File: config.mk
export PLATFORM = sky130hd
export DESIGN_NAME = hmv_buttons
export DESIGN_NICKNAME = d
export VERILOG_FILES = /design/src/logic/hmv_pkg.sv /design/src/logic/hmv_btn_if.sv /design/src/logic/hmv_buttons.sv /design/src/logic/hmv_debounce.sv
export SDC_FILE = /design/constraint.sdc
export NUM_CORES = 1
export LEC_CHECK = 0
export ABC_AREA = 1
export BUFFER_PORTS_ARGS = -buffer_cell sky130_fd_sc_hd__buf_2
export CAP_MARGIN = 20
export CORE_MARGIN = 5
export CORE_UTILIZATION = 56
export DETAILED_ROUTE_END_ITERATION = 8
export PLACE_DENSITY = 0.76
export RECOVER_POWER = 25
export SETUP_SLACK_MARGIN = 0.3
export SYNTH_ARGS = -nofsm -noshare
export SYNTH_HDL_FRONTEND = slang
export SYNTH_SLANG_ARGS = --single-unit
export TNS_END_PERCENT = 20
File: constraint.sdc
create_clock -name core_clk -period 1.9 [get_ports core_clk]
set_clock_uncertainty 0.15 [all_clocks]
set_input_delay 0.285 -clock core_clk [delete_from_list [all_inputs] [get_ports core_clk]]
set_output_delay 0.285 -clock core_clk [all_outputs]
set_load 0.02 [all_outputs]
File: src/logic/hmv_pkg.sv
// Constants for the hardware master-volume button block.
// Assumes one core clock at CLK_HZ; counts are derived from it here.
package hmv_pkg;
  localparam int unsigned CLK_HZ        = 25_000_000;  // Reference clock rate
  localparam int unsigned HOLD_MS       = 25;          // Least button hold time
  localparam int unsigned STEP_TENTH_DB = 15;          // One level step, 0.1 dB units
  localparam int unsigned RATE_TENTH_DB = 15;          // Ramp rate, 0.1 dB per second
  localparam int unsigned STEP_MS       = STEP_TENTH_DB * 1000 / RATE_TENTH_DB;
  // Plain integer division truncates, no round-up; both divide exactly at this rate
  localparam int unsigned HOLD_CYC_DEF  = (CLK_HZ / 1000 * HOLD_MS + 0) ;
  localparam int unsigned STEP_CYC_DEF  = CLK_HZ / 1000 * STEP_MS;
  localparam int unsigned HOLD_W        = 20;
  localparam int unsigned STEP_W        = 25;
  localparam int unsigned ATTEN_W       = 5;
  // Attenuation in 1.5 dB steps: 0 is 0 dB, 30 is -45 dB
  localparam logic [4:0]  ATTEN_MIN     = 5'h00;
  localparam logic [4:0]  ATTEN_MAX     = 5'h1E;
  localparam logic [4:0]  ATTEN_RST     = 5'h00;
  localparam logic [4:0]  ATTEN_ONE     = 5'h01;
  localparam int unsigned SYNC_LEN      = 3;

  typedef enum logic [1:0] {HMV_IDLE, HMV_DOWN, HMV_UP, HMV_MUTE} hmv_mode_e;
endpackage
File: src/logic/hmv_btn_if.sv
// Carries one button between the top block and its qualifier.
// Assumes both ends sit on the same core clock.
`timescale 1ns/100ps
interface hmv_btn_if;
  logic raw_n;     // Button pin, active low, unsynchronised
  logic pressed;   // Qualified press, core clock domain
  modport qual (input raw_n, output pressed);
  modport core (output raw_n, input pressed);
endinterface // hmv_btn_if

File: src/logic/hmv_buttons.sv
// Hardware master volume: two push buttons ramp, saturate or mute the level.
// Assumes core_clk is the device reference clock; buttons are raw pins.
`timescale 1ns/100ps
// Operation
// RULE1: Held down button lowers level 1.5 dB/s
// RULE2: Held up button raises level 1.5 dB/s
// RULE3: Press counts only after 25 ms low
// RULE4: Both buttons together mute the output
// RULE5: Level changes visible in master volume field
// RULE6: Attenuation 0 to -45 dB, 1.5 dB steps
// RULE7: All timing derived from reference clock
// RULE8: Ramp saturates at range ends, never wraps
module hmv_buttons
  import hmv_pkg::*;
#(
  parameter logic [HOLD_W-1:0] HOLD_CYC = HOLD_W'(HOLD_CYC_DEF),
  parameter logic [STEP_W-1:0] STEP_CYC = STEP_W'(STEP_CYC_DEF)
) (
  input  wire logic               core_clk,
  input  wire logic               resetn,
  input  wire logic               volume_down_button_n,
  input  wire logic               volume_up_button_n,
  input  wire logic               sw_load,
  input  wire logic [ATTEN_W-1:0] sw_atten,
  input  wire logic               sw_mute,
  output logic      [ATTEN_W-1:0] master_atten,
  output logic                    master_mute
);
  typedef struct packed {
    hmv_mode_e          mode;
    logic [STEP_W-1:0]  cnt;
    logic [ATTEN_W-1:0] atten;
    logic               mute;
  } hmv_top_s;

  hmv_top_s  st_reg;
  hmv_top_s  st_next;
  hmv_mode_e mode_next;
  logic      step;
  logic      down_q;
  logic      up_q;

  hmv_btn_if dn_if ();
  hmv_btn_if up_if ();

  // Pins enter through the qualifiers only
  assign dn_if.raw_n = volume_down_button_n;
  assign up_if.raw_n = volume_up_button_n;
  assign down_q      = dn_if.pressed;
  assign up_q        = up_if.pressed;

  hmv_debounce #(.HOLD_CYC(HOLD_CYC)) u_dn_qual (
    .core_clk (core_clk),
    .resetn   (resetn),
    .btn      (dn_if)
  );

  hmv_debounce #(.HOLD_CYC(HOLD_CYC)) u_up_qual (
    .core_clk (core_clk),
    .resetn   (resetn),
    .btn      (up_if)
  );

  // Button action; both together takes priority over either alone
  always_comb begin
    if (down_q && up_q) begin
      mode_next = HMV_MUTE;                                    // [RULE4]
    end else if (down_q) begin
      mode_next = HMV_DOWN;
    end else if (up_q) begin
      mode_next = HMV_UP;
    end else begin
      mode_next = HMV_IDLE;
    end
  end

  // Step timer restarts on every change of action, so the first step
  // lands one full period after the press is recognised
  // Trade-off: whole 1.5 dB steps keep the rate exact with no fraction
  // counter, at the cost of a coarse ramp the listener can hear
  always_comb begin
    st_next      = st_reg;
    step         = 1'b0;
    st_next.mode = mode_next;
    if (mode_next != st_reg.mode) begin
      st_next.cnt = '0;
    end else if (st_reg.cnt == STEP_CYC - STEP_W'(1)) begin
      st_next.cnt = '0;
      step        = 1'b1;                                      // [RULE7]
    end else begin
      st_next.cnt = st_reg.cnt + STEP_W'(1);
    end
    // Software load first; a button action in the same cycle then applies on top of the loaded values
    if (sw_load) begin
      st_next.atten = (sw_atten > ATTEN_MAX) ? ATTEN_MAX : sw_atten; // [RULE6]
      st_next.mute  = sw_mute;
    end
    case (mode_next)
      HMV_MUTE: begin
        st_next.mute = 1'b1;                                   // [RULE4]
      end
      HMV_DOWN: begin
        // A fresh single press leaves mute, as the user is adjusting again
        if (st_reg.mode != HMV_DOWN) begin
          st_next.mute = 1'b0;
        end
        if (step && st_next.atten < ATTEN_MAX) begin           // [RULE8]
          st_next.atten = st_next.atten + ATTEN_ONE;           // [RULE1]
        end
      end
      HMV_UP: begin
        if (st_reg.mode != HMV_UP) begin
          st_next.mute = 1'b0;
        end
        if (step && st_next.atten > ATTEN_MIN) begin           // [RULE8]
          st_next.atten = st_next.atten - ATTEN_ONE;           // [RULE2]
        end
      end
      default: begin
      end
    endcase
  end

  always_ff @(posedge core_clk or negedge resetn) begin
    if (!resetn) begin
      st_reg <= '{mode: HMV_IDLE, cnt: '0, atten: ATTEN_RST, mute: 1'b0};
    end else begin
      st_reg <= st_next;
    end
  end

  // Master volume field read-back straight from state flops
  assign master_atten = st_reg.atten;                          // [RULE5]
  assign master_mute  = st_reg.mute;                           // [RULE5]
endmodule // hmv_buttons

File: src/logic/hmv_debounce.sv
// Synchronises one active-low button pin and qualifies the press by hold time.
// Assumes the pin is asynchronous to core_clk; HOLD_CYC is at least one.
`timescale 1ns/100ps
module hmv_debounce
  import hmv_pkg::*;
#(
  parameter logic [HOLD_W-1:0] HOLD_CYC = HOLD_W'(HOLD_CYC_DEF)
) (
  input  wire logic  core_clk,
  input  wire logic  resetn,
  hmv_btn_if.qual    btn
);
  typedef struct packed {
    logic [SYNC_LEN-1:0] sync;
    logic                stable_n;
    logic [HOLD_W-1:0]   cnt;
    logic                pressed;
  } hmv_deb_s;

  hmv_deb_s st_reg;
  hmv_deb_s st_next;

  // Level changes only once the last two stages agree
  always_comb begin
    st_next      = st_reg;
    st_next.sync = {st_reg.sync[SYNC_LEN-2:0], btn.raw_n};
    if (st_reg.sync[1] == st_reg.sync[2]) begin
      st_next.stable_n = st_reg.sync[2];
    end
    // Press counts only after the full hold; a short dip restarts it
    if (st_reg.stable_n) begin
      st_next.cnt     = '0;
      st_next.pressed = 1'b0;
    end else if (st_reg.cnt == HOLD_CYC - HOLD_W'(1)) begin
      st_next.pressed = 1'b1;                                 // [RULE3]
    end else begin
      st_next.cnt = st_reg.cnt + HOLD_W'(1);                  // [RULE3]
    end
  end

  always_ff @(posedge core_clk or negedge resetn) begin
    if (!resetn) begin
      st_reg <= '{sync: '1, stable_n: 1'b1, cnt: '0, pressed: 1'b0};
    end else begin
      st_reg <= st_next;
    end
  end

  assign btn.pressed = st_reg.pressed;
endmodule // hmv_debounce

# After elaboration in Yosys (flattened, before gate mapping)
# Index checks and enable logic that the tools add are counted.
# W data, S select, Z words.
[word_totals]
elab_cells = 59
in_bits = 11
out_inout_bits = 6
register_bits = 83
[classes]
muxes = 21
addsub = 5
reduce_logical = 5
eq_ne = 13
n_lt_le_gt_ge = 3
[op_table]
columns = ["operator", "count"]
rows = [
  ["$mux W25", 2],
  ["$mux W21", 2],
  ["$add A20 B1 Y20 const B", 2],
  ["$eq A20 B20 Y1 const B", 2],
  ["$mux W20", 2],
  ["$add A25 B1 Y25 const B", 1],
  ["$eq A25 B25 Y1 const B", 1],
  ["$mux W5", 3],
  ["$pmux W5 S2", 1],
  ["$mux W1", 6],
  ["$mux W2", 3],
  ["$mux W6", 1],
  ["$ne A2 B1 Y1 const B", 3],
  ["$add A5 B1 Y5 const B", 1],
  ["$gt A5 B1 Y1 const B", 1],
  ["$gt A5 B5 Y1 const B", 1],
  ["$lt A5 B5 Y1 const B", 1],
  ["$sub A5 B1 Y5 const B", 1],
  ["$eq A2 B2 Y1 const B", 2],
  ["$reduce_bool A2 Y1", 2],
  ["$logic_and A1 B1 Y1", 3],
  ["$pmux W1 S3", 1],
  ["$eq A1 B1 Y1", 2],
  ["$eq A2 B1 Y1 const B", 1],
  ["2 further kinds", 2],
]

# Depth between registers and ports, before layout
[depth]
depth_word = 8
ltp_mapped = 14
mapped_depth_nobuf = 14

# Modules after synthesis
# A second synthesis with hierarchy kept.
[hier_totals]
cells_unflattened = 719
area_unflattened_um2 = 5277.6
[modules_own_cells]
columns = ["mod", "cells_per_inst", "instances", "area_each_um2", "seq_area_each_um2"]
rows = [
  ["hmv_debounce", 177, 2, 1368.8, 630.6],
  ["hmv_buttons", 365, 1, 2539.9, 825.8],
]

# Worst setup path before layout
# No wires, ideal clock.
[synth_timing]
path_kind = "register to register"
from = "reg u_dn_qual.st_reg (netlist bit u_dn_qual.btn.pressed)"
to = "reg st_reg (netlist bit master_atten[0])"
path_slack_ns = -0.019
n_path_buf = 0
synth_period_minus_slack_ns = 1.919
stages_incl_launch_ff = 13
setup_ns = 0.122
required_ns = 1.628
t_arrival_ns = 1.647
path_cell_list = "dfrtp_1 inv_1 ha_1 inv_2 nand2_1 nand2_1 nand2_1 nor2_4 nand3_4 nor2_4 nor2_1 nor3_1 nor2_1"
[synth_lines]
columns = ["item", "line_no", "text"]
rows = [
  ["start, declared", "hmv_debounce.sv:20", "hmv_deb_s st_reg;"],
  ["start signal, assigned", "hmv_debounce.sv:43", "st_reg <= '{sync: '1, stable_n: 1'b1, cnt: '0, pressed: 1'b0};"],
  ["start signal, assigned", "hmv_debounce.sv:45", "st_reg <= st_next;"],
  ["end signal, assigned", "hmv_buttons.sv:126", "st_reg <= '{mode: HMV_IDLE, cnt: '0, atten: ATTEN_RST, mute: 1'b0};"],
  ["end signal, assigned", "hmv_buttons.sv:128", "st_reg <= st_next;"],
  ["end, declared", "hmv_buttons.sv:36", "hmv_top_s st_reg;"],
]

==> reports/results.txt <==
Outcome - complete, but fails checks
Failing checks - setup timing
Arrival time at the worst endpoint - 2.06 ns
DR vias/cell - 5.44
Post-synthesis sequential area ratio - 43.7%
Worst Hold Class - in2reg
Routed wire per std cell - 13.9 um
Slew headroom - 40.5%
CP dominant cell by count - nand3_4
Mean area per synthesized cell - 7.99 sq um
Wire length of the first global-routing pass - 18100 um
Drt pass-1 iters - 6
Std-Cell Rows - 33
Mapped Area - 4780 sq um
Lkg Pwr - 2.70 nW
Worst Setup End Kind - flop
Post-Synthesis Cells - 598
Number of global-route vias before repair - 4134
Total of warnings raised by yosys - 0
CTS sink count - 83
Post-DRT Antenna Nets - 0
Clk buf depth - 2
Worst Path Required - 1.99 ns
Power, Total - 0.00347 W
GRT Total Usage - 21.3%
Die W - 102 um
Setup violators final - 12
Fmax - 0.507 GHz
Placed Cells - 734
Die ar. - 10500 sq um
Syn_nets - 618
Clock slew at reported path FFs - 0.10 ns
Layout net count - 688
VDD IR max - 439 uV
Starting density of the core - 57.9%
Port bufs - 16
Power per Cell Area - 581 nW/um^2
Ant diodes - 0
Post-synthesis register bit count - 83
Routed wire length - 10800 um
Remaining DRCs - 0
Min cycle time layout - 1.97 ns
Fin cells - 778
Clock Tree Root - clkbuf_8
IO Pins - 17
Vias - 4230
Period utilization - 104%
Hold slack - 0.201 ns
CP Launch Type - flop
Slew @ Worst Pin - 0.893 ns
DP Area - 5160 sq um
Final HPWL DP - 7260 um
DR iter-0 viols - 208
Worst-Skew Late Latency - 0.36 ns
RSZ-0062 raised after global routing - true
Max reg flops - 27
H-Tree Depth - 3
Core area - 8260 sq um
Slowest stage delay, CP - 0.42 ns
Routability cong. - 0.932
Worst-path cell chain - ha_4 -> nand3_4 -> nor2_4 -> nand3_4 -> o21ai_4 -> clkinvlp_4 -> nand2_2 -> nor2_2
Fin worst setup slack - -0.0712 ns
Largest net degree at the start of global routing - 35
Setup Crit Path Kind - reg2reg
Initial antenna violation count - 0
Synth-to-Final Area Change - 25.1%
Slowest CP cell - dfrtp_1
CTS tree - done
Crit Path Max Fanout - 7
Final Instance Area - 5980 sq um
Hold Vio Cnt, Final - 0
Die H - 102 um
Netlist cell types - 44
Gr ovfl total - 0
Share of layout cells above drive strength 1 - 33.4%
Max-Cap Viols - 0
CTS Buf Count - 9
Pins over their slew limit - 0
==> per-stage QoR <==
stage | util, % | setup slack (ns) | setup TNS, ns
floorplan | - | 0.0523 | 0
global placement | 62.4 | 0.00143 | 0
detailed placement | 62.4 | -0.0732 | -0.570
CTS | 69.4 | -0.00838 | -0.0176
global route | 72.4 | -0.175 | -2.48
finish | 72.4 | -0.0712 | -0.430
==> synth_stat cells (all sizes together) <==
master / number / area, sq um
ha: 9 / 113
nand2: 146 / 578
clkinv: 2 / 10.0
a211oi: 3 / 22.5
nand3: 43 / 285
o211ai: 1 / 7.51
o31ai: 1 / 7.51
xnor2: 4 / 35.0
nor2: 83 / 440
dfstp: 8 / 210
dfrtp: 75 / 1880
or2: 1 / 6.26
o21bai: 1 / 18.8
maj3: 2 / 20.0
a21oi: 39 / 195
a31oi: 4 / 25.0
buf: 8 / 61.3
nor4: 6 / 37.5
clkbuf: 3 / 11.3
xor2: 7 / 61.3
inv: 78 / 293
and2: 1 / 6.26
o21a: 2 / 15.0
nor3: 25 / 150
nand4: 9 / 71.3
nor3b: 1 / 7.51
o211a: 1 / 10.0
nand3b: 1 / 7.51
o21ai: 34 / 196
==> per-layer routing <==
metal  global-route usage (%)  wire (um)  vias to the layer above
li1                         -          -                     2086
met1                     27.2       4750                     1993
met2                     37.1       5320                      126
met3                     3.28        523                       25
met4                     7.27        233                        0
met5                        0          0                        -
==> placed cells by master, fill, tap and decap left out, drive strengths merged, types with 6 or more instances in the layout <==
| cell | count |
|---|---|
| inv | 81 |
| buf | 65 |
| nand3 | 43 |
| ha | 9 |
| dfstp | 8 |
| dfrtp | 75 |
| nand2 | 146 |
| xor2 | 7 |
| nor3 | 25 |
| a21oi | 39 |
| nor4 | 6 |
| nand4 | 9 |
| nor2 | 83 |
| o21ai | 34 |
| clkbuf | 11 |
==> logic make-up after synthesis <==
group                    Yosys count  synth area share [%]
XOR/XNOR                          11                  2.02
AO/OA/AOI/OAI                     86                  10.4
buffers and inverters             91                  7.85
flip-flops                        83                  43.7
adder cells (fa/ha/maj)           11                  2.77
AND/OR/NAND/NOR                  316                  33.3
==> layout make-up <==
| type | instances | area (sq um) |
|---|---|---|
| clock buffers | 10 | 138 |
| flip-flops and latches | 83 | 2090 |
| well taps | 105 | 131 |
| repair inverters | 1 | 7.51 |
| fillers | 602 | 2280 |
| inverters | 80 | 319 |
| clock inverters | 6 | 52.6 |
| repair buffers | 69 | 541 |
| multi-input cells | 424 | 2700 |
==> timing repair <==
action	in CTS	in global routing
pin swaps	64	43
endpoints found under the setup margin	59	62
hold endpoints to repair	25	0
buffers inserted	11	13
resized for setup	80	37
gates cloned	1	0
hold buffers	3	0
==> final timing paths <==
| check | from | endpoint | slack [ns] | depth (start not counted) |
|---|---|---|---|---|
| setup / recovery | st_reg[6] | st_reg[25] | -0.07 | 8 |
| hold / removal | sw_atten[2] | master_atten[2] | 0.20 | 5 |
| setup reg to reg | st_reg[6] | st_reg[25] | -0.07 | 8 |
| hold reg to reg | u_dn_qual.st_next[23] | u_dn_qual.st_next[24] | 0.21 | 0 |
| max in group asynchronous | resetn | master_mute | 0.45 | 3 |
| min in group asynchronous | resetn | st_reg[11] | 0.43 | 2 |
==> critical path, delay by kind of cell (launching register included) <==
family                   cells  cell delay (ns)
AND/OR/NAND/NOR              5             0.58
AO/OA/AOI/OAI                1             0.30
buffers and inverters        1             0.23
flip-flops                   1             0.42
adder cells (fa/ha/maj)      1             0.17
==> power by group <==
part	switching [W]	leakage, nW	internal (W)
combinational	0.000225	1.51	0.000150
sequential	0.0000529	1.10	0.00182
clock	0.000693	0.0983	0.000534
total	0.000971	2.70	0.00250
Power figures use the tool's default switching activity.
